**src/rtl/frb_params.svh**
```systemverilog
// Register indices, field positions and reset values of the frame-reference bank
`ifndef FRB_PARAMS_SVH
`define FRB_PARAMS_SVH

// Word index = byte address / 4
`define FRB_ADR_IDX_MSB    8
`define FRB_ADR_IDX_LSB    2
`define FRB_IDX_SYNC_LO    7'h46
`define FRB_IDX_CTRL       7'h47
`define FRB_IDX_DIV        7'h48
`define FRB_IDX_DLYA       7'h49
`define FRB_IDX_DLYB       7'h4a
`define FRB_IDX_OUTPUT_CHANNEL_DIVIDE      7'h4b
`define FRB_IDX_FIXED      7'h4c
`define FRB_IDX_STATUS     7'h60

`define FRB_RST_SYNC_LO    16'hc350
`define FRB_RST_CTRL       16'h0080
`define FRB_RST_DIV        16'h0001
`define FRB_RST_DLYA       16'h003f
`define FRB_RST_DLYB       16'h0000
`define FRB_RST_OUTPUT_CHANNEL_DIVIDE      16'h0800
`define FRB_RST_FIXED      16'h000c

`define FRB_CTRL_PREDIV_MSB 7
`define FRB_CTRL_PREDIV_LSB 5
`define FRB_CTRL_MULTI     4
`define FRB_CTRL_EN        3
`define FRB_CTRL_REPEAT    2
`define FRB_DIV_MSB        10
`define FRB_DLY_LO_MSB     5
`define FRB_DLY_HI_LSB     6
`define FRB_DLY_HI_MSB     11
`define FRB_PCNT_LSB       12
`define FRB_PCNT_MSB       15
`define FRB_OUTPUT_CHANNEL_DIVIDE_LSB      6
`define FRB_OUTPUT_CHANNEL_DIVIDE_MSB      10

`define FRB_PREDIV_BY2     3'h2
`define FRB_PREDIV_BY4     3'h4
`define FRB_DLY_TAPS       64

`endif

```
**src/rtl/frb_pkg.sv**
```systemverilog
// Types and shared decode functions of the frame-reference bank
package frb_pkg;

    typedef enum logic [1:0] {
        FRB_BUS_IDLE = 2'b01,
        FRB_BUS_ACK  = 2'b10
    } frb_bus_state_t;

    typedef enum logic [3:0] {
        FRB_GEN_OFF   = 4'b0001,
        FRB_GEN_CONT  = 4'b0010,
        FRB_GEN_BURST = 4'b0100,
        FRB_GEN_REPT  = 4'b1000
    } frb_gen_state_t;

    // Channel divide ratio, zero for an unused code
    function automatic logic [8:0] output_channel_divide_ratio(input logic [4:0] code);
        case (code)
            5'h00:   output_channel_divide_ratio = 9'h002;
            5'h01:   output_channel_divide_ratio = 9'h004;
            5'h03:   output_channel_divide_ratio = 9'h008;
            5'h05:   output_channel_divide_ratio = 9'h010;
            5'h07:   output_channel_divide_ratio = 9'h020;
            5'h09:   output_channel_divide_ratio = 9'h040;
            5'h0c:   output_channel_divide_ratio = 9'h080;
            5'h0e:   output_channel_divide_ratio = 9'h100;
            default: output_channel_divide_ratio = 9'h000;
        endcase
    endfunction

    // Pre-divide ratio, zero for an invalid code
    function automatic logic [2:0] prediv_ratio(input logic [2:0] code);
        if (code == 3'h2) begin
            prediv_ratio = 3'h2;
        end else if (code == 3'h4) begin
            prediv_ratio = 3'h4;
        end else begin
            prediv_ratio = 3'h0;
        end
    endfunction

endpackage

```
**src/rtl/frb_cfg_if.sv**
```systemverilog
// Configuration and status bundle between register bank and pulse generator
`timescale 1ns/10ps
interface frb_cfg_if;
    logic        en;
    logic        repeat_mode;
    logic        multi;
    logic [2:0]  prediv;
    logic [10:0] divval;
    logic [4:0]  output_channel_divide;
    logic [3:0]  pcnt;
    logic        req_rise;
    logic        pulse;
    logic        busy;
    logic [3:0]  burst_left;

    modport ctrl (output en, repeat_mode, multi, prediv, divval, output_channel_divide, pcnt, req_rise,
                  input  pulse, busy, burst_left);
    modport gen  (input  en, repeat_mode, multi, prediv, divval, output_channel_divide, pcnt, req_rise,
                  output pulse, busy, burst_left);
endinterface

```
**src/rtl/frb_pulse_gen.sv**
```systemverilog
// Frame-reference pulse generator: divider chain, burst counter, repeater
`timescale 1ns/10ps
module frb_pulse_gen (
    // Clock and reset
    input  wire logic clk_i,
    input  wire logic rst_i,
    input  wire logic ce_i,
    // Configuration
    frb_cfg_if.gen    cfg
);
    logic [8:0]            ch_ratio;
    logic [2:0]            pre_ratio;
    logic [10:0]           fr_lim;
    logic [8:0]            ch_cnt_r;
    logic [2:0]            pre_cnt_r;
    logic [10:0]           fr_cnt_r;
    logic                  tick_ch;
    logic                  tick_pre;
    logic                  tick_fr;
    logic [3:0]            burst_r;
    frb_pkg::frb_gen_state_t state_r;
    frb_pkg::frb_gen_state_t state_nxt;

    assign ch_ratio  = frb_pkg::output_channel_divide_ratio(cfg.output_channel_divide);
    assign pre_ratio = frb_pkg::prediv_ratio(cfg.prediv);
    // A zero divide value would stall the chain, so it acts as one
    assign fr_lim    = (cfg.divval == 11'h000) ? 11'h001 : cfg.divval;
    assign tick_ch   = (ch_ratio != 9'h000) && (ch_cnt_r == ch_ratio - 9'h001);
    assign tick_pre  = tick_ch && (pre_ratio != 3'h0) && (pre_cnt_r == pre_ratio - 3'h1);
    assign tick_fr   = tick_pre && (fr_cnt_r == fr_lim - 11'h001);

    always_comb begin
        if (!cfg.en) begin
            state_nxt = frb_pkg::FRB_GEN_OFF;
        end else if (cfg.repeat_mode) begin
            state_nxt = frb_pkg::FRB_GEN_REPT;
        end else if (cfg.multi) begin
            state_nxt = frb_pkg::FRB_GEN_BURST;
        end else begin
            state_nxt = frb_pkg::FRB_GEN_CONT;
        end
    end

    always_ff @(posedge clk_i) begin
        if (rst_i) begin
            state_r <= frb_pkg::FRB_GEN_OFF;
        end else if (ce_i) begin
            state_r <= state_nxt;
        end
    end

    // Divider chain restarts whenever generation is off
    always_ff @(posedge clk_i) begin
        if (rst_i || (ce_i && !cfg.en)) begin
            ch_cnt_r  <= 9'h000;
            pre_cnt_r <= 3'h0;
            fr_cnt_r  <= 11'h000;
        end else if (ce_i) begin
            ch_cnt_r <= tick_ch ? 9'h000 : ch_cnt_r + 9'h001;
            if (tick_pre) begin
                pre_cnt_r <= 3'h0;
            end else if (tick_ch) begin
                pre_cnt_r <= pre_cnt_r + 3'h1;
            end
            if (tick_fr) begin
                fr_cnt_r <= 11'h000;
            end else if (tick_pre) begin
                fr_cnt_r <= fr_cnt_r + 11'h001;
            end
        end
    end

    always_ff @(posedge clk_i) begin
        if (rst_i) begin
            cfg.pulse <= 1'b0;
            burst_r   <= 4'h0;
        end else if (ce_i) begin
            case (state_r)
                frb_pkg::FRB_GEN_CONT: begin
                    cfg.pulse <= tick_fr;
                    burst_r   <= 4'h0;
                end
                frb_pkg::FRB_GEN_BURST: begin
                    cfg.pulse <= tick_fr && (burst_r != 4'h0);
                    // A new request reloads the count, even mid-burst
                    if (cfg.req_rise) begin
                        burst_r <= cfg.pcnt;
                    end else if (tick_fr && (burst_r != 4'h0)) begin
                        burst_r <= burst_r - 4'h1;
                    end
                end
                frb_pkg::FRB_GEN_REPT: begin
                    cfg.pulse <= cfg.req_rise;
                    burst_r   <= 4'h0;
                end
                default: begin
                    cfg.pulse <= 1'b0;
                    burst_r   <= 4'h0;
                end
            endcase
        end
    end

    assign cfg.busy       = (burst_r != 4'h0);
    assign cfg.burst_left = burst_r;

endmodule // frb_pulse_gen

```
**src/rtl/frb_regs_top.sv**
```systemverilog
// Frame-reference and channel-divider register bank with Wishbone slave
`timescale 1ns/10ps
`include "frb_params.svh"

module frb_regs_top (
    // Clock, reset, enable
    input  wire logic        clk_i,
    input  wire logic        rst_i,
    input  wire logic        ce_i,
    // Wishbone slave
    input  wire logic        wb_cyc_i,
    input  wire logic        wb_stb_i,
    input  wire logic        wb_we_i,
    input  wire logic [8:0]  wb_adr_i,
    input  wire logic [31:0] wb_dat_i,
    input  wire logic [3:0]  wb_sel_i,
    output logic      [31:0] wb_dat_o,
    output logic             wb_ack_o,
    // Request pin, asynchronous
    input  wire logic        frame_ref_request_pin_i,
    // Frame-reference outputs, one per delay field
    output logic      [3:0]  frame_ref_o,
    // Configuration seen by the rest of the synthesizer
    output logic      [15:0] phase_sync_delay_count_lo_o,
    output logic      [8:0]  chan_div_ratio_o
);

    // Byte-lane merge of a 16-bit register
    function automatic logic [15:0] wr16(input logic [15:0] old,
                                         input logic [31:0] d,
                                         input logic [3:0]  s);
        wr16 = {s[1] ? d[15:8] : old[15:8], s[0] ? d[7:0] : old[7:0]};
    endfunction

    // One-hot word select shared by the write and read decodes; bit 7 is the status word
    function automatic logic [7:0] word_select(input logic [6:0] i);
        if (i == `FRB_IDX_SYNC_LO) begin
            word_select = 8'h01;
        end else if (i == `FRB_IDX_CTRL) begin
            word_select = 8'h02;
        end else if (i == `FRB_IDX_DIV) begin
            word_select = 8'h04;
        end else if (i == `FRB_IDX_DLYA) begin
            word_select = 8'h08;
        end else if (i == `FRB_IDX_DLYB) begin
            word_select = 8'h10;
        end else if (i == `FRB_IDX_OUTPUT_CHANNEL_DIVIDE) begin
            word_select = 8'h20;
        end else if (i == `FRB_IDX_FIXED) begin
            word_select = 8'h40;
        end else if (i == `FRB_IDX_STATUS) begin
            word_select = 8'h80;
        end else begin
            word_select = 8'h00;
        end
    endfunction

    // Register storage
    logic [15:0] sync_lo_r;
    logic [15:0] ctrl_r;
    logic [15:0] div_r;
    logic [15:0] dlya_r;
    logic [15:0] dlyb_r;
    logic [15:0] output_channel_divide_r;
    logic [15:0] fixed_r;

    // Bus slave
    frb_pkg::frb_bus_state_t bus_r;
    logic [6:0]  idx;
    logic        req;
    logic        wr_go;
    logic        hit;
    logic [15:0] rd_val;
    logic [15:0] status_w;
    logic [7:0]  wsel;
    logic [7:0]  rsel;
    logic        we_sync_lo;
    logic        we_ctrl;
    logic        we_div;
    logic        we_dlya;
    logic        we_dlyb;
    logic        we_output_channel_divide;
    logic        we_fixed;

    // Request pin synchroniser
    logic        req_meta_r;
    logic        req_sync_r;
    logic        req_prev_r;

    // Delay line
    logic [`FRB_DLY_TAPS-1:0] dly_line_r;
    logic [5:0]  dly_sel [4];
    logic        cfg_bad;

    frb_cfg_if cfg ();

    assign idx   = wb_adr_i[`FRB_ADR_IDX_MSB:`FRB_ADR_IDX_LSB];
    assign req   = wb_cyc_i && wb_stb_i && (bus_r == frb_pkg::FRB_BUS_IDLE);
    assign wr_go = req && wb_we_i;

    always_ff @(posedge clk_i) begin
        if (rst_i) begin
            bus_r    <= frb_pkg::FRB_BUS_IDLE;
            wb_ack_o <= 1'b0;
        end else if (ce_i) begin
            case (bus_r)
                frb_pkg::FRB_BUS_IDLE: begin
                    if (req) begin
                        bus_r    <= frb_pkg::FRB_BUS_ACK;
                        wb_ack_o <= 1'b1;
                    end
                end
                frb_pkg::FRB_BUS_ACK: begin
                    bus_r    <= frb_pkg::FRB_BUS_IDLE;
                    wb_ack_o <= 1'b0;
                end
                default: begin
                    bus_r    <= frb_pkg::FRB_BUS_IDLE;
                    wb_ack_o <= 1'b0;
                end
            endcase
        end
    end

    // Write decode; the status word and unmapped words ignore writes
    always_comb begin
        wsel       = word_select(idx);
        we_sync_lo = 1'b0;
        we_ctrl    = 1'b0;
        we_div     = 1'b0;
        we_dlya    = 1'b0;
        we_dlyb    = 1'b0;
        we_output_channel_divide   = 1'b0;
        we_fixed   = 1'b0;
        if (wr_go) begin
            we_sync_lo = wsel[0];
            we_ctrl    = wsel[1];
            we_div     = wsel[2];
            we_dlya    = wsel[3];
            we_dlyb    = wsel[4];
            we_output_channel_divide   = wsel[5];
            we_fixed   = wsel[6];
        end
    end

    // Read decode; unmapped words and the upper half read as zero
    always_comb begin
        rsel   = word_select(idx);
        hit    = (rsel != 8'h00);
        rd_val = 16'h0000;
        if (rsel[0]) begin
            rd_val = sync_lo_r;
        end else if (rsel[1]) begin
            rd_val = ctrl_r;
        end else if (rsel[2]) begin
            rd_val = div_r;
        end else if (rsel[3]) begin
            rd_val = dlya_r;
        end else if (rsel[4]) begin
            rd_val = dlyb_r;
        end else if (rsel[5]) begin
            rd_val = output_channel_divide_r;
        end else if (rsel[6]) begin
            rd_val = fixed_r;
        end else if (rsel[7]) begin
            rd_val = status_w;
        end
    end

    always_ff @(posedge clk_i) begin
        if (rst_i) begin
            wb_dat_o <= 32'h0000_0000;
        end else if (ce_i) begin
            if (req && !wb_we_i && hit) begin
                wb_dat_o <= {16'h0000, rd_val};
            end else if (req) begin
                wb_dat_o <= 32'h0000_0000;
            end
        end
    end

    // Register storage, each word keeps its value until written
    always_ff @(posedge clk_i) begin
        if (rst_i) begin
            sync_lo_r <= `FRB_RST_SYNC_LO;
        end else if (ce_i && we_sync_lo) begin
            sync_lo_r <= wr16(sync_lo_r, wb_dat_i, wb_sel_i);
        end
    end

    always_ff @(posedge clk_i) begin
        if (rst_i) begin
            ctrl_r <= `FRB_RST_CTRL;
        end else if (ce_i && we_ctrl) begin
            ctrl_r <= wr16(ctrl_r, wb_dat_i, wb_sel_i);
        end
    end

    always_ff @(posedge clk_i) begin
        if (rst_i) begin
            div_r <= `FRB_RST_DIV;
        end else if (ce_i && we_div) begin
            div_r <= wr16(div_r, wb_dat_i, wb_sel_i);
        end
    end

    always_ff @(posedge clk_i) begin
        if (rst_i) begin
            dlya_r <= `FRB_RST_DLYA;
        end else if (ce_i && we_dlya) begin
            dlya_r <= wr16(dlya_r, wb_dat_i, wb_sel_i);
        end
    end

    always_ff @(posedge clk_i) begin
        if (rst_i) begin
            dlyb_r <= `FRB_RST_DLYB;
        end else if (ce_i && we_dlyb) begin
            dlyb_r <= wr16(dlyb_r, wb_dat_i, wb_sel_i);
        end
    end

    // Divide and fixed words are stored as written; the logic uses only the divide code in bits 10:6
    always_ff @(posedge clk_i) begin
        if (rst_i) begin
            output_channel_divide_r <= `FRB_RST_OUTPUT_CHANNEL_DIVIDE;
        end else if (ce_i && we_output_channel_divide) begin
            output_channel_divide_r <= wr16(output_channel_divide_r, wb_dat_i, wb_sel_i);
        end
    end

    always_ff @(posedge clk_i) begin
        if (rst_i) begin
            fixed_r <= `FRB_RST_FIXED;
        end else if (ce_i && we_fixed) begin
            fixed_r <= wr16(fixed_r, wb_dat_i, wb_sel_i);
        end
    end

    // Request pin: two flops before any logic looks at it
    always_ff @(posedge clk_i) begin
        if (rst_i) begin
            req_meta_r <= 1'b0;
            req_sync_r <= 1'b0;
        end else if (ce_i) begin
            req_meta_r <= frame_ref_request_pin_i;
            req_sync_r <= req_meta_r;
        end
    end

    // Edge detector starts at the pin's idle level, so reset gives no false edge
    always_ff @(posedge clk_i) begin
        if (rst_i) begin
            req_prev_r <= 1'b0;
        end else if (ce_i) begin
            req_prev_r <= req_sync_r;
        end
    end

    assign cfg.en          = ctrl_r[`FRB_CTRL_EN];
    assign cfg.repeat_mode = ctrl_r[`FRB_CTRL_REPEAT];
    assign cfg.multi       = ctrl_r[`FRB_CTRL_MULTI];
    assign cfg.prediv      = ctrl_r[`FRB_CTRL_PREDIV_MSB:`FRB_CTRL_PREDIV_LSB];
    assign cfg.divval      = div_r[`FRB_DIV_MSB:0];
    assign cfg.output_channel_divide       = output_channel_divide_r[`FRB_OUTPUT_CHANNEL_DIVIDE_MSB:`FRB_OUTPUT_CHANNEL_DIVIDE_LSB];
    assign cfg.pcnt        = dlyb_r[`FRB_PCNT_MSB:`FRB_PCNT_LSB];
    assign cfg.req_rise    = req_sync_r && !req_prev_r;

    frb_pulse_gen u_gen (
        .clk_i (clk_i),
        .rst_i (rst_i),
        .ce_i  (ce_i),
        .cfg   (cfg.gen)
    );

    assign cfg_bad = (frb_pkg::output_channel_divide_ratio(cfg.output_channel_divide) == 9'h000) ||
                     (frb_pkg::prediv_ratio(cfg.prediv) == 3'h0);
    assign status_w = {8'h00, cfg.burst_left, 1'b0, cfg_bad, req_sync_r, cfg.busy};

    // Delay taps; the line costs flops but keeps each output independent
    assign dly_sel[0] = dlya_r[`FRB_DLY_LO_MSB:0];
    assign dly_sel[1] = dlya_r[`FRB_DLY_HI_MSB:`FRB_DLY_HI_LSB];
    assign dly_sel[2] = dlyb_r[`FRB_DLY_LO_MSB:0];
    assign dly_sel[3] = dlyb_r[`FRB_DLY_HI_MSB:`FRB_DLY_HI_LSB];

    // Pulses still in flight are dropped as soon as generation is switched off
    always_ff @(posedge clk_i) begin
        if (rst_i) begin
            dly_line_r <= '0;
        end else if (ce_i) begin
            if (!cfg.en) begin
                dly_line_r <= '0;
            end else begin
                dly_line_r <= {dly_line_r[`FRB_DLY_TAPS-2:0], cfg.pulse};
            end
        end
    end

    always_ff @(posedge clk_i) begin
        if (rst_i) begin
            frame_ref_o <= 4'h0;
        end else if (ce_i) begin
            for (int k = 0; k < 4; k++) begin
                frame_ref_o[k] <= dly_line_r[dly_sel[k]];
            end
        end
    end

    // Low half only; the upper half lives in a neighbouring register
    always_ff @(posedge clk_i) begin
        if (rst_i) begin
            phase_sync_delay_count_lo_o <= `FRB_RST_SYNC_LO;
        end else if (ce_i) begin
            phase_sync_delay_count_lo_o <= sync_lo_r;
        end
    end

    always_ff @(posedge clk_i) begin
        if (rst_i) begin
            chan_div_ratio_o <= 9'h000;
        end else if (ce_i) begin
            chan_div_ratio_o <= frb_pkg::output_channel_divide_ratio(cfg.output_channel_divide);
        end
    end

endmodule // frb_regs_top

```
**config.mk**
```make
export PLATFORM = sky130hd
export DESIGN_NAME = frb_regs_top
export DESIGN_NICKNAME = d
export VERILOG_FILES = /design/src/rtl/frb_pkg.sv /design/src/rtl/frb_cfg_if.sv /design/src/rtl/frb_pulse_gen.sv /design/src/rtl/frb_regs_top.sv
export VERILOG_INCLUDE_DIRS = /design/src /design/src/rtl
export SDC_FILE = /design/constraint.sdc
export NUM_CORES = 1
export LEC_CHECK = 0
export BUFFER_PORTS_ARGS = -buffer_cell sky130_fd_sc_hd__buf_2
export CAP_MARGIN = 10
export CORE_MARGIN = 2
export CORE_UTILIZATION = 45
export DETAILED_ROUTE_END_ITERATION = 8
export SLEW_MARGIN = 20
export SYNTH_ARGS = -nofsm -noshare
export SYNTH_HDL_FRONTEND = slang
export SYNTH_SLANG_ARGS = --single-unit
```
**constraint.sdc**
```tcl
create_clock -name clk_i -period 9 [get_ports clk_i]
set_input_delay 1.8 -clock clk_i [delete_from_list [all_inputs] [get_ports clk_i]]
set_output_delay 1.8 -clock clk_i [all_outputs]
set_load 0.02 [all_outputs]
```
==> impl_metrics.json, run 1 <==
{
  "regToRegStartpoint": "output_channel_divide_r[9]",
  "clock-root-buffer": "clkbuf_16",
  "htree_levels": 1,
  "max-cap-violations": 0,
  "layout.nets": 1467,
  "layout-drive-gt1-share_pct": 18.5,
  "io-pin-count": 114,
  "largest_net_degree_at_the_start_of_global_routing": 88,
  "cts-buffers-inserted": 29,
  "core_area_mm2": 0.0296,
  "power_density_mw_per_mm2": 164,
  "reg2reg_to": "u_gen.fr_cnt_r[9]",
  "most_frequent_cell_after_synthesis": "dfxtp_1",
  "grt.total_usage_pct": 23.2,
  "clock_tree.buffer_depth": 3,
  "timing.critical_path.to": "fixed_r[3]",
  "synth.area.top_cells": "dfxtp_1, mux4_2, mux2i_1",
  "n_antenna_cell": 0,
  "number_of_global_route_vias_before_repair": 9853,
  "worstSkewPairLatency_ps": 560,
  "yosys.cell_types.count": 70,
  "arrival_ps": 4670,
  "tightestPinTransition_ps": 1080,
  "r2r.worst_path.cells": 10,
  "tritoncts": "done",
  "achievable-frequency_mhz": 236,
  "category_of_the_worst_setup_path_capture_point": "register",
  "final-hold-violation-count": 0,
  "fp.dieArea_mm2": 0.0313,
  "die_x_um": 177,
  "final_cell_area_mm2": 0.0150,
  "criticalPathCategory": "in -> reg",
  "path_max_fanout": 52,
  "place_area_mm2": 0.0140,
  "route.detailed.wl_per_inst_um": 20.0,
  "finalCritPeriodShare_pct": 47.0,
  "cts.sink_count": 257,
  "route.vias.total": 10727,
  "route.final.wire_length_mm": 36.3,
  "p_leak_nw": 5.33,
  "setup_viol": 0,
  "unrepaired_setup_endpoints_after_global_routing": "no",
  "synth_area_per_cell_um2": 9.71,
  "vdd.ir_drop.worst_uv": 161,
  "area_delta_synth_final_pct": 11.3,
  "post-cts-setup-buffers": 0,
  "globalRouteOverflowTotal": 0,
  "drc_errors": 0,
  "fp.dieH_um": 177,
  "synth.top_cells.by_count": "dfxtp_1, nor2_1, mux2i_1",
  "mappedNetlistArea_mm2": 0.0135,
  "first_pass_grt_wire_length_mm": 56.7,
  "drv_slew": 0,
  "dp.final_hpwl_mm": 25.1,
  "synth-main-ff-cell": "dfxtp_1",
  "fill_cells": 2715,
  "worst_setup_path_startpoint": "ce_i",
  "outcome": "finished clean",
  "reg2reg_slack_ps": 5530,
  "worst_slew_margin_rel_pct": 27.8,
  "cts_hold_repair.buffers": 0,
  "antenna_left": 0,
  "critical_path_required_ps": 9440,
  "async_reset_ff_share_pct": 0,
  "rows": 63,
  "start_util_pct": 45.5,
  "synthDominantAreaCellType": "dfxtp_1",
  "synthesis.yosys.warnings": 0,
  "hold_path_class": "reg -> reg",
  "post-synth-top-area-fraction_pct": 38.2,
  "worstSetupStartpointType": "input pin",
  "clock-skew-final_ps": 23.7,
  "cts.repair.resized": 0,
  "power_w": 0.00246,
  "drt-vias-per-instance": 5.89,
  "routabilityCongestion": 0.875,
  "numPortBuffers": 76,
  "antenna_found_initial": 0,
  "drtIter0Drc": 1020,
  "syn-instance-count": 1385,
  "final_period_minus_worst_setup_slack_ps": 4230,
  "final.setup.tns_ps": 0,
  "synth-seq-cells": 257,
  "register_area_share_after_synthesis_pct": 38.2,
  "synth-edff-count": 0,
  "worst_setup_hold_path_clk_slew_ps": 60,
  "drt_first_pass_iters": 6
}
-- kinds of logic after synthesis --
logic type	count (synthesis)	share of synthesized area, %
other	1	0.0279
flip-flops	257	38.2
XOR/XNOR	23	1.50
buffers and inverters	136	4.52
multiplexers	253	26.7
AO/OA/AOI/OAI	248	11.9
adder cells (fa/ha/maj)	7	0.632
AND/OR/NAND/NOR	460	16.4
-- power breakdown --
group	internal, W	switching (W)	leakage (nW)
logic	0.0000284	0.0000731	2.78
registers	0.00114	0.00000258	2.07
clock network	0.000728	0.000484	0.480
total	0.00190	0.000560	5.33
-- layer usage --
layer	wire length (µm)	part of all wire [%]	vias up	track usage, %
met5	0	0	-	0
li1	-	-	5076	-
met1	17000	47	5228	34.0
met3	2390	6.6	75	3.48
met4	1510	4.2	0	8.92
met2	15500	43	348	34.3
-- how the worst min path moves through the flow --
stage                                 from  cells past startpoint                     endpoint
2_1_floorplan  output_channel_divide_r[12]                      2  output_channel_divide_r[12]
4_1_cts                       wb_dat_o[15]                      2                 wb_dat_o[15]
3_3_place_gp                  wb_dat_o[15]                      2                 wb_dat_o[15]
3_5_place_dp                  wb_dat_o[15]                      2                 wb_dat_o[15]
6_report                      wb_dat_o[15]                      2                 wb_dat_o[15]
5_1_grt                       wb_dat_o[15]                      2                 wb_dat_o[15]
-- cells in the final DEF (no fill, tap or decap), types with 7 or more instances in the layout --
cell type	n
a211o_1	24
a21oi_1	86
a222oi_1	16
a22oi_1	12
and3_1	7
buf_2	74
buf_4	18
clkbuf_16	29
conb_1	17
dfxtp_1	257
inv_1	19
mux2_2	10
mux2i_1	159
mux4_2	84
nand2_1	114
nand2b_1	7
nand3_1	21
nand3b_1	7
nand4_1	15
nor2_1	186
nor2b_1	31
nor3_1	12
o211ai_1	8
o21ai_0	67
or3_1	10
or4_1	8
xnor2_1	13
xor2_1	10
-- critical path, stage by stage --
cell     delay (ps)
buf_6           400
nand4_1         150
buf_4           260
inv_1           120
nand3_1         540
nor2_1          960
nor2b_1         110
a211o_1         290
-- per-stage QoR --
| stage | util, % | hold slack (ps) | worst slack, ps | cells |
|---|---|---|---|---|
| finish | 50.7 | 452 | 4770 | 1820 |
| global route | 50.7 | 476 | 4440 | 1820 |
| CTS | 50.7 | 454 | 4790 | 1820 |
| detailed placement | 47.4 | 446 | 4210 | 1768 |
| global placement | 47.4 | 442 | 4240 | 1768 |
| floorplan | - | 436 | 5220 | 1401 |
-- state kept, by name (all words and copies together), names as in the netlist --
signal,cells
bus_r,1
chan_div_ratio_o,8
ctrl_r,16
div_r,16
dly_line_r,64
dlya_r,16
dlyb_r,16
fixed_r,16
frame_ref_o,4
output_channel_divide_r,16
phase_sync_delay_count_lo_o,16
req_meta_r,1
req_prev_r,1
req_sync_r,1
sync_lo_r,16
u_gen.cfg.burst_left,4
u_gen.cfg.pulse,1
u_gen.ch_cnt_r,9
u_gen.fr_cnt_r,11
u_gen.pre_cnt_r,3
u_gen.state_r,4
wb_ack_o,1
wb_dat_o,16
-- layout make-up --
| class | count | area [µm²] | area share [%] |
|---|---|---|---|
| well taps | 390 | 488 | 3.26 |
| clock inverters | 11 | 150 | 1.00 |
| clock buffers | 41 | 831 | 5.55 |
| multi-input cells | 1008 | 7770 | 51.9 |
| repair buffers | 93 | 517 | 3.45 |
| inverters | 20 | 75.1 | 0.501 |
| flip-flops and latches | 257 | 5140 | 34.3 |
Note: power is estimated with default switching activity, not from simulation.
==> inputs of run 2 (changes only) <==
==> constraint.sdc (replaced) <==
create_clock -name clk_i -period 3.9 [get_ports clk_i]
set_input_delay 0.78 -clock clk_i [delete_from_list [all_inputs] [get_ports clk_i]]
set_output_delay 0.78 -clock clk_i [all_outputs]
set_load 0.02 [all_outputs]
==> impl_metrics.json, run 2 (same netlist as run 1, synthesis figures left out) <==
{
  "tritoncts": "done",
  "cts-buffers-inserted": 29,
  "number_of_global_route_vias_before_repair": 9997,
  "top_register": "dly_line_r",
  "seqPwrFrac_pct": 46.9,
  "largest_register_ffs": 64,
  "place_ws_ps": 444,
  "first_pass_grt_wire_length_mm": 57.7,
  "outcome": "finished clean",
  "power_w": 0.00563,
  "routabilityCongestion": 0.939,
  "cts_hold_repair.buffers": 0,
  "clock_tree.buffer_depth": 3,
  "most-common-layout-cells": "dfxtp_1, nor2_1, mux2i_1",
  "drc_errors": 0,
  "achievable-frequency_mhz": 291,
  "finalCritPeriodShare_pct": 88.2,
  "p_int_w": 0.00437,
  "regToRegStartpoint": "div_r[8]",
  "p_leak_nw": 5.46,
  "final.setup.tns_ps": 0,
  "power_density_mw_per_mm2": 371,
  "pwr-share-clk_pct": 48.8,
  "power.share.combinational_pct": 4.3,
  "drt-vias-per-instance": 5.86,
  "category_of_the_worst_setup_path_capture_point": "register",
  "grt_util_met1_pct": 34.0,
  "post-cts-setup-buffers": 0,
  "min-delay-start": "wb_dat_o[2]",
  "largest_net_degree_at_the_start_of_global_routing": 159,
  "clock-root-buffer": "clkbuf_16",
  "globalRouteOverflowTotal": 0,
  "final_period_minus_worst_setup_slack_ps": 3440,
  "rows": 63,
  "io-pin-count": 114,
  "vdd.ir_drop.worst_uv": 403,
  "route.final.wire_length_mm": 37.1,
  "grt.total_usage_pct": 23.6,
  "final-hold-violation-count": 0,
  "cts.sink_count": 257,
  "busiest_layer": "met2",
  "numPortBuffers": 76,
  "antenna_found_initial": 0,
  "netSwitchingPower_w": 0.00126,
  "power.share.switching_pct": 22.4,
  "route.detailed.wl_per_inst_um": 20.1,
  "path_max_fanout": 9,
  "core_area_mm2": 0.0296,
  "layout-drive-gt1-share_pct": 19.6,
  "tightestPinTransition_ps": 1090,
  "dp.final_hpwl_mm": 25.8,
  "antenna_left": 0,
  "die_x_um": 177,
  "finalWorstSetupSlack_ps": 461,
  "worstSetupStartpointType": "register",
  "dpl.cell_count": 1794,
  "fp.dieArea_mm2": 0.0313,
  "start_util_pct": 45.5,
  "worst_setup_hold_path_clk_slew_ps": 60,
  "unrepaired_setup_endpoints_after_global_routing": "no",
  "drt_first_pass_iters": 6,
  "critical_path_required_ps": 4320,
  "layout.nets": 1493,
  "worst_setup_path_startpoint": "div_r[8]",
  "worst_slew_margin_rel_pct": 27.4,
  "cts.repair.resized": 0,
  "final_common_cell": "dfxtp_1",
  "fp.dieH_um": 177,
  "setup_viol": 0,
  "grt_met3_usage_pct": 4.30,
  "criticalPathCategory": "reg -> reg",
  "drv_slew": 0,
  "drtIter0Drc": 1173,
  "htree_levels": 1,
  "max-cap-violations": 0,
  "final_util_pct": 51.4,
  "stdcell_count": 1845,
  "clock-skew-final_ps": 15.8,
  "arrival_ps": 3860,
  "gr-usage-met2_pct": 36.4,
  "worstSkewPairLatency_ps": 560,
  "area_delta_synth_final_pct": 12.8,
  "route.vias.total": 10805,
  "hold_path_class": "reg -> reg",
  "fill_cells": 2776,
  "n_antenna_cell": 0
}
## run 2: changes by cell type in the layout (fill, tap and decap cells not counted)
cell        delta
buf_4         +24
clkbuf_1       +4
clkinv_2       -3
buf_12         +2
clkinvlp_4     -2
clkbuf_8       -1
clkinv_4       +1
## run 2: final cells by class
cell class | instances | area (µm²) | area share [%]
inverter | 20 | 75.1 | 0.495
sequential | 257 | 5140 | 33.9
clock buffer | 44 | 832 | 5.48
clock inverter | 7 | 129 | 0.849
tap | 390 | 488 | 3.21
timing repair buffer | 119 | 737 | 4.85
multi-input combinational | 1008 | 7770 | 51.2
## run 2: worst paths after layout
path	to	slack (ps)	depth (start not counted)
worst max-delay path	u_gen.fr_cnt_r[4]	460	11
worst min register to register	wb_dat_o[2]	450	2
worst max register to register	u_gen.fr_cnt_r[4]	460	11
worst min-delay path	wb_dat_o[2]	450	2
## run 2: routing by layer
layer,wire [µm],vias to the layer above
li1,-,5136
met3,2410,54
met1,17100,5263
met4,1020,0
met2,16600,352
met5,0,-
## run 2: power groups by stage
stage | Clock [W] | Sequential [W] | Combinational (W)
4_1_cts | 0.00281 | 0.00264 | 0.000242
3_5_place_dp | 0 | 0.00270 | 0.000242
5_1_grt | 0.00293 | 0.00264 | 0.000260
6_report | 0.00274 | 0.00264 | 0.000243
3_3_place_gp | 0 | 0.00270 | 0.000241
2_1_floorplan | 0 | 0.00270 | 0.000161
## run 2: critical path, stage by stage (launching register included)
cell,delay [ps]
dfxtp_1,520
nor4_1,100
buf_4,160
a31oi_1,200
ha_1,250
nand2b_1,90
or3_1,360
a2111oi_2,440
nand3_1,140
a2111oi_2,580
a21o_1,390
a21oi_1,70
## run 2: per-stage QoR
stage / hold WS (ps) / instance area, µm²
after detailed placement: 447 / 14200
after global routing: 455 / 15200
after floorplan: 436 / 13500
after CTS: 453 / 15200
after global placement: 440 / 14200
final: 451 / 15200
